<file path="config.mk">
export PLATFORM = sky130hd
export DESIGN_NAME = tic_top
export DESIGN_NICKNAME = d
export VERILOG_FILES = /design/src/pkg/tic_pkg.sv /design/src/design/tic_top.sv /design/src/design/tic_edge_detect.sv
export VERILOG_INCLUDE_DIRS = /design/src /design/src/pkg
export SDC_FILE = /design/constraint.sdc
export NUM_CORES = 1
export LEC_CHECK = 0
export ABC_AREA = 0
export BUFFER_PORTS_ARGS = -buffer_cell sky130_fd_sc_hd__buf_2
export CORE_ASPECT_RATIO = 2
export CORE_MARGIN = 3
export CORE_UTILIZATION = 40
export CTS_CLUSTER_DIAMETER = 150
export DETAILED_ROUTE_END_ITERATION = 7
export MAX_ROUTING_LAYER = met4
export SETUP_SLACK_MARGIN = 0.3
export SYNTH_ARGS = -nofsm -noshare
export SYNTH_HDL_FRONTEND = slang
export SYNTH_SLANG_ARGS = --single-unit
export TNS_END_PERCENT = 50
</file>
<file path="constraint.sdc">
create_clock -name sys_clk -period 22.7 [get_ports sys_clk]
set_clock_uncertainty 0.1 [all_clocks]
set_input_delay 2.27 -clock sys_clk [delete_from_list [all_inputs] [get_ports sys_clk]]
set_output_delay 2.27 -clock sys_clk [all_outputs]
set_load 0.02 [all_outputs]
</file>
<file path="src/pkg/tic_regs.svh">
`ifndef TIC_REGS_SVH
`define TIC_REGS_SVH

// Byte offsets on the register bus
`define TIC_OFS_CTL1      8'h00
`define TIC_OFS_CTL2      8'h04
`define TIC_OFS_CTL3      8'h08
`define TIC_OFS_CTL4      8'h0C
`define TIC_OFS_PEND      8'h10
`define TIC_OFS_REQ       8'h14
`define TIC_OFS_LVL       8'h18

// trap_and_nesting_control fields
`define TIC_B_NEST        15
`define TIC_B_OVA_FLAG    14
`define TIC_B_OVB_FLAG    13
`define TIC_B_SEVA_FLAG   12
`define TIC_B_SEVB_FLAG   11
`define TIC_B_OVA_EN      10
`define TIC_B_OVB_EN      9
`define TIC_B_SEV_EN      8
`define TIC_B_SHIFT       7
`define TIC_B_DIV0        6
`define TIC_B_DMA         5
`define TIC_B_MATH        4
`define TIC_B_ADDR        3
`define TIC_B_STACK       2
`define TIC_B_OSC         1

// global_enable_and_edge_select fields
`define TIC_B_GIE         15
`define TIC_B_TIMED_IRQ_BLOCK_ACTIVE        14
`define TIC_B_SOFT_TRAP_REQUEST      13
`define TIC_B_EP_LSB      0

// soft_trap_status and software_hard_trap_status fields
`define TIC_B_DMA_ADDR    5
`define TIC_B_LOOP_OVF    4
`define TIC_B_SW_HARD     0

// Implemented bit masks and reset values
`define TIC_CTL1_MASK     16'hFFFE
`define TIC_CTL2_MASK     16'hA007
`define TIC_CTL3_MASK     16'h0030
`define TIC_CTL4_MASK     16'h0001
`define TIC_CTL1_RST      16'h0000
`define TIC_CTL2_RST      16'h8000
`define TIC_CTL3_RST      16'h0000
`define TIC_CTL4_RST      16'h0000

// Vector numbers and levels
`define TIC_VEC_OSC       8'h00
`define TIC_VEC_ADDR      8'h01
`define TIC_VEC_HARD      8'h02
`define TIC_VEC_STACK     8'h03
`define TIC_VEC_MATH      8'h04
`define TIC_VEC_DMA       8'h05
`define TIC_VEC_SOFT      8'h06
`define TIC_VEC_USER      8'h08
`define TIC_LVL_TOP       4'hF
`define TIC_LVL_USER_MAX  4'h7

`endif

</file>
<file path="src/pkg/tic_pkg.sv">
package tic_pkg;

   typedef struct packed
   {
      logic acc_a_ovf;
      logic acc_b_ovf;
      logic acc_a_severe;
      logic acc_b_severe;
      logic bad_shift;
      logic zero_divide;
      logic dma_ctrl;
      logic address;
      logic stack;
      logic osc_fail;
      logic dma_address;
      logic loop_stack_ovf;
   } tic_trap_ev_t;

   typedef struct packed
   {
      logic       valid;
      logic [3:0] level;
      logic [7:0] vector;
   } tic_pend_t;

   typedef enum logic [0:0] {TIC_BUS_IDLE, TIC_BUS_ACK} tic_bus_state_t;

endpackage

</file>
<file path="src/design/tic_top.sv">
`timescale 1ns/1ps
`include "tic_regs.svh"

// Summary of operation
// Nesting-off bit 15 of control one blocks nesting; resets to zero.
// Overflow of accumulator A sets bit 14, of B sets bit 13.
// Severe overflow of A sets bit 12, of B sets bit 11.
// Overflow trap per accumulator only while its enable, bit 10 or 9, is set.
// Bit 8 enables severe overflow traps for both accumulators.
// Invalid accumulator shift math trap sets bit 7.
// Divide by zero math trap sets bit 6.
// DMA controller trap sets bit 5; any math trap sets bit 4.
// Address, stack, oscillator traps set bits 3, 2, 1; bit 0 unused.
// Global enable resets to one; when zero blocks interrupts, not traps.
// Bit 14 of control two shows the timed interrupt block status.
// Writing one to bit 13 of control two raises the software trap.
// Bits 2..0 choose falling (1) or rising (0) edge per external input.
// DMA address soft trap sets bit 5 of control three.
// Loop stack overflow soft trap sets bit 4 of control three.
// Software hard trap sets bit 0 of control four; other bits read zero.
// Status bits 11..8 give the new priority level of the pending interrupt.
// Status bits 7..0 give the pending vector; 255 is never produced.
// Trap vectors 0..6 in fixed order, 7 reserved.
// User vectors start at 8 with external zero, then capture unit one.
// Unimplemented bits read zero and ignore writes.
// Request flags set by their source, cleared only by software.
// With nesting off the low three priority bits are not software writable.
// Top priority bit is never software writable.
// Software clears a trap flag by writing zero; a new trap sets it again.
module tic_top
   import tic_pkg::*;
#(
   parameter int NPER = 8
)
(
   input  wire logic                  sys_clk,
   input  wire logic                  reset,
   input  wire logic [7:0]            avs_address,
   input  wire logic                  avs_read,
   input  wire logic                  avs_write,
   input  wire logic [3:0]            avs_byteenable,
   input  wire logic [31:0]           avs_writedata,
   output logic      [31:0]           avs_readdata,
   output logic                       avs_waitrequest,
   input  wire tic_trap_ev_t          trap_event,
   input  wire logic                  sw_hard_trap_event,
   input  wire logic                  timed_irq_block_active,
   input  wire logic [2:0]            ext_irq_pin,
   input  wire logic [NPER-1:0]       periph_irq,
   input  wire logic [NPER+2:0][2:0]  src_level,
   input  wire logic                  irq_ack,
   input  wire logic                  core_level_we,
   input  wire logic [3:0]            core_level_value,
   output logic                       irq_pending,
   output logic      [3:0]            new_priority_level,
   output logic      [7:0]            pending_vector_number,
   output logic      [3:0]            cpu_priority_level,
   output logic                       nesting_off
);

   localparam int NSRC = NPER + 3;

   tic_bus_state_t    bus_state_reg;
   tic_bus_state_t    bus_state_next;
   logic [31:0]       rdata_reg;
   logic [31:0]       rdata_next;
   logic              wait_reg;
   logic              wait_next;
   logic [15:0]       ctl1_reg;
   logic [15:0]       ctl1_next;
   logic [15:0]       ctl2_reg;
   logic [15:0]       ctl2_next;
   logic [15:0]       ctl3_reg;
   logic [15:0]       ctl3_next;
   logic [15:0]       ctl4_reg;
   logic [15:0]       ctl4_next;
   logic [NSRC-1:0]   req_reg;
   logic [NSRC-1:0]   req_next;
   logic [3:0]        lvl_reg;
   logic [3:0]        lvl_next;
   tic_pend_t         pend_reg;
   tic_pend_t         pend_next;
   logic [15:0]       set1;
   logic [15:0]       set3;
   logic [15:0]       set4;
   logic [15:0]       wval;
   logic [15:0]       ctl2_rd;
   logic [15:0]       pend_rd;
   logic [2:0]        ext_edge;
   logic [NSRC-1:0]   src_evt;
   logic              bus_req;
   logic              do_write;
   logic              soft_trap_request_wr;
   logic              acc_a_trap;
   logic              acc_b_trap;
   logic              sev_a_trap;
   logic              sev_b_trap;
   logic              math_trap;
   logic              user_ok;

   tic_edge_detect
   #(
      .N (3)
   )
   u_edge
   (
      .sys_clk     (sys_clk),
      .reset       (reset),
      .pin_in      (ext_irq_pin),
      .falling_sel (ctl2_reg[`TIC_B_EP_LSB+2:`TIC_B_EP_LSB]),
      .edge_pulse  (ext_edge)
   );

   // Source order fixes the vector: ext0, peripherals, ext1, ext2
   assign src_evt = {ext_edge[2:1], periph_irq, ext_edge[0]};

   // ---------------- Bus handshake ----------------
   // One wait cycle: request seen, answer on the following cycle
   assign bus_req  = avs_read | avs_write;
   assign do_write = avs_write & (bus_state_reg == TIC_BUS_ACK);

   always_comb
   begin
      wval = {(avs_byteenable[1] ? avs_writedata[15:8] : 8'h00),
              (avs_byteenable[0] ? avs_writedata[7:0] : 8'h00)};
      ctl2_rd = ctl2_reg;
      ctl2_rd[`TIC_B_TIMED_IRQ_BLOCK_ACTIVE] = timed_irq_block_active;
      pend_rd = {4'h0, pend_reg.level, pend_reg.vector};
      bus_state_next = bus_state_reg;
      wait_next = 1'b1;
      rdata_next = rdata_reg;
      case (bus_state_reg)
         TIC_BUS_IDLE:
         begin
            if (bus_req)
            begin
               bus_state_next = TIC_BUS_ACK;
               wait_next = 1'b0;
               rdata_next = 32'h0000_0000;
               if (avs_read)
               begin
                  case (avs_address)
                     `TIC_OFS_CTL1: rdata_next[15:0] = ctl1_reg;
                     `TIC_OFS_CTL2: rdata_next[15:0] = ctl2_rd;
                     `TIC_OFS_CTL3: rdata_next[15:0] = ctl3_reg;
                     `TIC_OFS_CTL4: rdata_next[15:0] = ctl4_reg;
                     `TIC_OFS_PEND: rdata_next[15:0] = pend_rd;
                     `TIC_OFS_REQ:  rdata_next[NSRC-1:0] = req_reg;
                     `TIC_OFS_LVL:  rdata_next[3:0] = lvl_reg;
                     default:       rdata_next = 32'h0000_0000;
                  endcase
               end
            end
         end
         TIC_BUS_ACK:
         begin
            bus_state_next = TIC_BUS_IDLE;
         end
         default:
         begin
            bus_state_next = TIC_BUS_IDLE;
         end
      endcase
   end

   always_ff @(posedge sys_clk or posedge reset)
   begin
      if (reset)
      begin
         bus_state_reg <= TIC_BUS_IDLE;
         wait_reg      <= 1'b1;
         rdata_reg     <= 32'h0000_0000;
      end
      else
      begin
         bus_state_reg <= bus_state_next;
         wait_reg      <= wait_next;
         rdata_reg     <= rdata_next;
      end
   end

   // ---------------- Trap flags ----------------
   always_comb
   begin
      acc_a_trap = trap_event.acc_a_ovf & ctl1_reg[`TIC_B_OVA_EN];
      acc_b_trap = trap_event.acc_b_ovf & ctl1_reg[`TIC_B_OVB_EN];
      sev_a_trap = trap_event.acc_a_severe & ctl1_reg[`TIC_B_SEV_EN];
      sev_b_trap = trap_event.acc_b_severe & ctl1_reg[`TIC_B_SEV_EN];
      math_trap = acc_a_trap | acc_b_trap | sev_a_trap | sev_b_trap
                | trap_event.bad_shift | trap_event.zero_divide;
      soft_trap_request_wr = do_write & (avs_address == `TIC_OFS_CTL2)
                & wval[`TIC_B_SOFT_TRAP_REQUEST];
      set1 = 16'h0000;
      set1[`TIC_B_OVA_FLAG]  = acc_a_trap;
      set1[`TIC_B_OVB_FLAG]  = acc_b_trap;
      set1[`TIC_B_SEVA_FLAG] = sev_a_trap;
      set1[`TIC_B_SEVB_FLAG] = sev_b_trap;
      set1[`TIC_B_SHIFT]     = trap_event.bad_shift;
      set1[`TIC_B_DIV0]      = trap_event.zero_divide;
      set1[`TIC_B_DMA]       = trap_event.dma_ctrl;
      set1[`TIC_B_MATH]      = math_trap;
      set1[`TIC_B_ADDR]      = trap_event.address;
      set1[`TIC_B_STACK]     = trap_event.stack;
      set1[`TIC_B_OSC]       = trap_event.osc_fail;
      set3 = 16'h0000;
      set3[`TIC_B_DMA_ADDR]  = trap_event.dma_address;
      set3[`TIC_B_LOOP_OVF]  = trap_event.loop_stack_ovf;
      set4 = 16'h0000;
      set4[`TIC_B_SW_HARD]   = sw_hard_trap_event | soft_trap_request_wr;
      ctl1_next = ctl1_reg;
      ctl2_next = ctl2_reg;
      ctl3_next = ctl3_reg;
      ctl4_next = ctl4_reg;
      if (do_write)
      begin
         case (avs_address)
            `TIC_OFS_CTL1: ctl1_next = wval;
            `TIC_OFS_CTL2: ctl2_next = wval;
            `TIC_OFS_CTL3: ctl3_next = wval;
            `TIC_OFS_CTL4: ctl4_next = wval;
            default:       ctl1_next = ctl1_reg;
         endcase
      end
      // New event beats a software clear in the same cycle
      ctl1_next = (ctl1_next | set1) & `TIC_CTL1_MASK;
      ctl2_next = ctl2_next & `TIC_CTL2_MASK;
      ctl3_next = (ctl3_next | set3) & `TIC_CTL3_MASK;
      ctl4_next = (ctl4_next | set4) & `TIC_CTL4_MASK;
   end

   always_ff @(posedge sys_clk or posedge reset)
   begin
      if (reset)
      begin
         ctl1_reg <= `TIC_CTL1_RST;
         ctl2_reg <= `TIC_CTL2_RST;
         ctl3_reg <= `TIC_CTL3_RST;
         ctl4_reg <= `TIC_CTL4_RST;
      end
      else
      begin
         ctl1_reg <= ctl1_next;
         ctl2_reg <= ctl2_next;
         ctl3_reg <= ctl3_next;
         ctl4_reg <= ctl4_next;
      end
   end

   // ---------------- Request flags ----------------
   genvar s;
   generate
      for (s = 0; s < NSRC; s++)
      begin : g_req
         always_comb
         begin
            req_next[s] = req_reg[s];
            if (do_write && (avs_address == `TIC_OFS_REQ) && !avs_writedata[s])
               req_next[s] = 1'b0;
            if (src_evt[s])
               req_next[s] = 1'b1;
         end
      end
   endgenerate

   always_ff @(posedge sys_clk or posedge reset)
   begin
      if (reset)
         req_reg <= '0;
      else
         req_reg <= req_next;
   end

   // ---------------- CPU priority level ----------------
   always_comb
   begin
      lvl_next = lvl_reg;
      if (do_write && (avs_address == `TIC_OFS_LVL) && avs_byteenable[0]
          && !ctl1_reg[`TIC_B_NEST])
         lvl_next[2:0] = avs_writedata[2:0];
      if (core_level_we)
         lvl_next = core_level_value;
      if (irq_ack && pend_reg.valid)
      begin
         // Nesting off: a taken user interrupt lifts the CPU to the user maximum
         if (ctl1_reg[`TIC_B_NEST] && (pend_reg.level <= `TIC_LVL_USER_MAX))
            lvl_next = `TIC_LVL_USER_MAX;
         else
            lvl_next = pend_reg.level;
      end
   end

   always_ff @(posedge sys_clk or posedge reset)
   begin
      if (reset)
         lvl_reg <= 4'h0;
      else
         lvl_reg <= lvl_next;
   end

   // ---------------- Pending vector and level ----------------
   // Traps first in fixed order; users by level, lowest vector on a tie
   always_comb
   begin
      // Rebuilt each cycle: a held trap vector would never let go
      pend_next = '{valid: 1'b0, level: 4'h0, vector: `TIC_VEC_USER};
      user_ok = ctl2_reg[`TIC_B_GIE] & ~timed_irq_block_active;
      for (int k = NSRC - 1; k >= 0; k--)
      begin
         if (user_ok && req_reg[k] && ({1'b0, src_level[k]} > lvl_reg)
             && (!pend_next.valid || ({1'b0, src_level[k]} >= pend_next.level)))
         begin
            pend_next.valid  = 1'b1;
            pend_next.level  = {1'b0, src_level[k]};
            pend_next.vector = `TIC_VEC_USER + 8'(k);
         end
      end
      if (ctl3_reg[`TIC_B_DMA_ADDR] || ctl3_reg[`TIC_B_LOOP_OVF])
         pend_next.vector = `TIC_VEC_SOFT;
      if (ctl1_reg[`TIC_B_DMA])
         pend_next.vector = `TIC_VEC_DMA;
      if (ctl1_reg[`TIC_B_MATH])
         pend_next.vector = `TIC_VEC_MATH;
      if (ctl1_reg[`TIC_B_STACK])
         pend_next.vector = `TIC_VEC_STACK;
      if (ctl4_reg[`TIC_B_SW_HARD])
         pend_next.vector = `TIC_VEC_HARD;
      if (ctl1_reg[`TIC_B_ADDR])
         pend_next.vector = `TIC_VEC_ADDR;
      if (ctl1_reg[`TIC_B_OSC])
         pend_next.vector = `TIC_VEC_OSC;
      if (pend_next.vector < `TIC_VEC_USER)
      begin
         pend_next.valid = 1'b1;
         pend_next.level = `TIC_LVL_TOP - pend_next.vector[3:0];
      end
   end

   always_ff @(posedge sys_clk or posedge reset)
   begin
      if (reset)
         pend_reg <= '{valid: 1'b0, level: 4'h0, vector: `TIC_VEC_USER};
      else
         pend_reg <= pend_next;
   end

   assign avs_readdata          = rdata_reg;
   assign avs_waitrequest       = wait_reg;
   assign irq_pending           = pend_reg.valid;
   assign new_priority_level    = pend_reg.level;
   assign pending_vector_number = pend_reg.vector;
   assign cpu_priority_level    = lvl_reg;
   assign nesting_off           = ctl1_reg[`TIC_B_NEST];

endmodule

</file>
<file path="src/design/tic_edge_detect.sv">
`timescale 1ns/1ps

module tic_edge_detect
#(
   parameter int N = 3
)
(
   input  wire logic         sys_clk,
   input  wire logic         reset,
   input  wire logic [N-1:0] pin_in,
   input  wire logic [N-1:0] falling_sel,
   output logic      [N-1:0] edge_pulse
);

   logic [N-1:0] meta_reg;
   logic [N-1:0] sync_reg;
   logic [N-1:0] prev_reg;
   logic [N-1:0] pulse_reg;
   logic [N-1:0] pulse_next;

   genvar i;
   generate
      for (i = 0; i < N; i++)
      begin : g_pin
         // Polarity chosen per pin; only the settled copy is compared
         always_comb
         begin
            if (falling_sel[i])
               pulse_next[i] = prev_reg[i] & ~sync_reg[i];
            else
               pulse_next[i] = ~prev_reg[i] & sync_reg[i];
         end
      end
   endgenerate

   always_ff @(posedge sys_clk or posedge reset)
   begin
      if (reset)
      begin
         meta_reg  <= '0;
         sync_reg  <= '0;
         prev_reg  <= '0;
         pulse_reg <= '0;
      end
      else
      begin
         meta_reg  <= pin_in;
         sync_reg  <= meta_reg;
         prev_reg  <= sync_reg;
         pulse_reg <= pulse_next;
      end
   end

   assign edge_pulse = pulse_reg;

endmodule

</file>
Word-level counts from Yosys, hierarchy flattened
Index checks and enable logic that the tools add are counted.
{ "classes": {"n_lt_le_gt_ge": 23, "n_mul": 0, "n_mux": 64, "n_bitwise": 32, "div_mod_pow": 0, "shift": 0, "n_eq_ne": 6, "reduce_logical": 98, "n_addsub": 1} }
{ "op_table": {"columns": ["cell", "n"], "rows": [
  ["$mux W13", 11],
  ["$mux W8", 9],
  ["$logic_and A1 B1 Y1", 49],
  ["$mux W16", 3],
  ["$gt A3 B4 Y1", 11],
  ["$ge A3 B4 Y1", 10],
  ["$mux W1", 30],
  ["$pmux W7 S4", 1],
  ["$eq A8 B5 Y1 const B", 3],
  ["$pmux W4 S6", 1],
  ["$reduce_bool A2 Y1", 12],
  ["$logic_not A1 Y1", 22],
  ["$eq A8 B4 Y1 const B", 2],
  ["$or A16 B15 Y16", 1],
  ["$pmux W5 S3", 1],
  ["$and A1 B1 Y1", 14],
  ["$mux W4", 3],
  ["$mux W6", 2],
  ["$logic_or A1 B1 Y1", 11],
  ["$eq A8 B3 Y1 const B", 1],
  ["$logic_not A8 Y1", 1],
  ["$lt A8 B4 Y1 const B", 1],
  ["$not A1 Y1", 8],
  ["$or A1 B1 Y1", 8],
  ["other kinds (8)", 9]
]} }
{ "word_totals": {"n_memories": 0, "ff_bits": 97, "latchBits": 0, "in_bits": 112, "output_inout_bits": 51, "elab_cells": 251, "rom_bits": 0, "mem_bits_rw": 0} }

Depth between registers and ports, before layout
{ "logic_depth": {"word_depth": 54, "mapped_depth": 83, "depth_no_buf": 81} }

Hierarchy
A second synthesis with hierarchy kept.
{ "unflattened": {"cells_unflattened": 663, "area_unflattened_um2": 5964.5} }
{ "modules_own_cells": {"columns": ["mod", "area_per_inst_um2", "instances", "seq_area_each_um2", "cells_each"], "rows": [
  ["tic_top", 5592.9, 1, 1655.3, 641],
  ["tic_edge_detect", 371.6, 1, 300.3, 22]
]} }

Least setup slack after synthesis
OpenSTA, ideal clock, no wires.
{ "synth_path": {"path_type": "input to register", "startpoint": "input port src_level[31] in the netlist's numbering", "endpoint": "register pend_reg, in the netlist pending_vector_number[3]", "path_buffers": 2, "stages": 79, "setup_ns": 0.081, "setup_slack_ns": 5.526, "t_arrival_ns": 16.994, "cell_sequence": "ha_1 nand3_1 o211ai_1 nor2_2 and3_1 inv_1 ha_1 o21ai_0 nor2_1 nor4_2 or2_1 clkbuf_2 o21ai_0 ha_1 nand2b_1 a21o_1 a21oi_1 a21boi_2 [43 not listed] buf_2 nand3_1 o21a_1 ha_1 nand2b_1 a21oi_1 nor2b_1 o31ai_1 mux2_2 ha_1 nand2b_1 a21o_1 a21oi_1 nor2b_1 a31oi_2 nand4_1 or4_1 nor2b_1"} }
{ "synth_rtl": {"columns": ["item", "line", "rtl"], "rows": [
  ["start, declared", "tic_top.sv:50", "input wire logic [NPER+2:0][2:0] src_level,"],
  ["end signal, assigned", "tic_top.sv:341", "pend_reg <= '{valid: 1'b0, level: 4'h0, vector: `TIC_VEC_USER};"],
  ["end signal, assigned", "tic_top.sv:343", "pend_reg <= pend_next;"],
  ["end, declared", "tic_top.sv:81", "tic_pend_t pend_reg;"]
]} }

==> reports/results.md <==
• outcome: completed
• power share of the combinational group: 19.6%
• critical path class: input port to flip-flop
• Starting DRT DRC Count: 276
• largest family of logic cells by synthesized area: compound AO/OA/AOI/OAI gates
• delay of the slowest critical-path stage: 570 ps
• flop and latch count out of synthesis: 78
• vias in the first global route: 5871
• area of the die: 16300 µm²
• deepest clock path buffer count: 2
• Worst EP required: 22860 ps
• Die Height: 178 µm
• total number of clock tree sinks: 78
• cell internal power dissipation: 0.000254 W
• Syn. warnings: 0
• final net count: 956
• Worst Hold Class: flip-flop to flip-flop
• XOR/XNOR share of the synthesized area: 0.149%
• final cell count without fillers: 978
• antenna violations before repair: 0
• number of inserted diodes: 0
• Hold Buf Count CTS: 0
• crit end category: flip-flop
• post-route ant nets: 0
• fmax: 0.0508 GHz
• Slew @ Worst Pin: 1000 ps
• die width: 91.8 µm
• number of I/O pins: 163
• number of setup buffers added after CTS: 0
• Cell Count Post-Placement: 962
• main area contributors after synthesis: dfrtp_1, ha_1, o21ai_0
• Setup Viol. Count Final: 0
• most common cell after layout, fill and taps aside: buf_2
• reported net switching power: 0.000108 W
• total via count in the routed design: 5728
• clock tree from TritonCTS: done
• simple logic cell fraction of the synthesized area: 19.6%
• drt first pass iters: 5
• H-Tree Depth: 3
• detailed-placement wirelength estimate: 16100 µm
• number of standard-cell rows in the floorplan: 62
• crit path DAT: 19840 ps
• portion of the post-synthesis area used by sequential elements: 33.2%
• Initial Utilization: 40.8%
• remaining routing DRC violations: 0
• synthesized instance count: 656
• worst vdd ir: 0.0000441 V
• wire length per cell: 20.3 µm
• number of flops mapped to enable cells by yosys: 0
• Design Area, Final: 6960 µm²
• global route total overflow: 0
• Critical-path top delay cell: o21ai_0
• maximum number of pins on one net before global-route repair: 79
• power density over cell area: 52.1 nW/µm²
• switching power share of the total: 29.9%
• netlist area before placement: 5890 µm²
• post-synthesis to final-layout area growth: 18.1%
• via/cell ratio: 5.86
• Setup TNS Final: 0 ps
• final wirelength: 19800 µm
• Final Core Density: 48.2%
• gp weighted congestion: 0.959
• flip-flop count of the largest register after layout: 16
• most instantiated flip-flop cell in the synthesis netlist: dfrtp_1
• worst slew margin relative to its limit: 33.0%
• overall routing resource usage: 25.2%
• buffer cell driving the clock tree root: clkbuf_16
• number of buffer cells added on primary ports: 125
• setup repair after global routing missed its margin: false
• clock transition at the register clock pins on the worst setup and hold paths after CTS: 60 ps
• count of endpoints failing hold in the final timing report: 0
• max-slew violation count: 0
• source-to-sink clock delay at the later pin of the worst-skew pair: 340 ps
• part of the total power dissipated in sequential elements: 40.5%
• Tmin final: 19680 ps
• commonest cells after routing, fill and taps aside: buf_2, dfrtp_1, o21ai_0, ha_1, nand2_1
• fraction of registers with async set or reset after synthesis: 100%
• Post-Synth Adder-Cell Area: 13.4%
• Avg Inst Size Synth: 8.98 µm²
• proportion of layout cells with a drive suffix above 1: 22.6%
• proportion of netlist area held by the largest area contributor: 31.9%
• share of power burned in the clock network: 39.9%
• Tcrit/Tclk final: 86.7%
• Cell Area, Placed: 6660 µm²
• number of max-capacitance violations reported: 0
• mux share of post-synthesis cell area: 2.55%
• cts bufs inserted: 9
• global-route wire length before repair: 30900 µm
• Synth area leader: dfrtp_1
• post-CTS sizing: 0
• post-synthesis compound-gate area fraction: 25.5%
• core footprint: 14400 µm²
• Critical Path Start Type: input port
• synth unique cells: 79
• leakage power summed over all cells: 3.15 nW
• critical path fanouts, max: 10
final timing paths:
kind | from | to | slack, ps | cells past startpoint
setup / recovery | src_level[31] | pending_vector_number[3] | 3020 | 78
setup reg to reg | cpu_priority_level[1] | pending_vector_number[3] | 4150 | 78
hold / removal | u_edge.meta_reg[0] | u_edge.sync_reg[0] | 250 | 0
min in group asynchronous | reset | avs_readdata[12] | 2120 | 3
max in group asynchronous | reset | ctl1_reg[5] | 19700 | 3
hold reg to reg | u_edge.meta_reg[0] | u_edge.sync_reg[0] | 250 | 0
power groups by stage:
stage	logic, W	registers, W	clock network [W]
after floorplan	0.0000468	0.000149	0
after global placement	0.0000684	0.000149	0
after detailed placement	0.0000711	0.000149	0
after CTS	0.0000714	0.000147	0.000146
after global routing	0.0000800	0.000147	0.000151
final	0.0000709	0.000147	0.000145
metal layers:
metal	vias up	track usage (%)	part of all wire (%)
li1	2688	-	-
met1	2724	26.6	36
met2	243	45.7	54
met3	73	1.87	4.4
met4	0	14.8	6.2
met5	-	-	0
Yosys cell counts (all sizes together) (8+ instances only):
master,count
dfrtp,75
o21ai,64
ha,63
nand2,50
nor2,45
inv,31
a21oi,29
nand2b,27
nand3,25
buf,23
nor3,16
a21o,13
nand4,13
clkbuf,11
a211o,10
a22oi,10
a31oi,10
nor2b,10
and3,9
mux2,8
critical path, delay by kind of cell:
kind	cells	cell delay [ps]
AOI/OAI and AO/OA	34	8370
and+or+nand+nor	27	4770
adders and majority gates	11	3150
muxes	3	960
buffers and inverters	3	290
stage by stage:
| stage | total power, W | hold slack [ps] | setup WS (ps) |
|---|---|---|---|
| after floorplan | 0.000195 | 231 | 5530 |
| after global placement | 0.000217 | 232 | 3190 |
| after detailed placement | 0.000220 | 241 | 2940 |
| after CTS | 0.000365 | 254 | 3160 |
| after global routing | 0.000378 | 262 | 1530 |
| final | 0.000363 | 251 | 3020 |
kinds of logic (layout without fill, tap and decap cells):
kind of cell / count (synthesis) / in the layout
compound gates: 210 / 210
xor+xnor: 1 / 1
fa+ha+maj: 63 / 63
buf+inv: 65 / 177
flops: 78 / 78
mux: 14 / 14
other cells: 1 / 19
simple gates: 224 / 224
final cells by class:
type                       instances  area, µm²
clock buffer                       9        225
clock inverter                     7       73.8
fill                            1422       7470
inverter                          31        118
multi-input combinational        531       3680
sequential                        78       1960
tap                              192        240
timing repair buffer             130        663
Power figures use the tool's default switching activity.
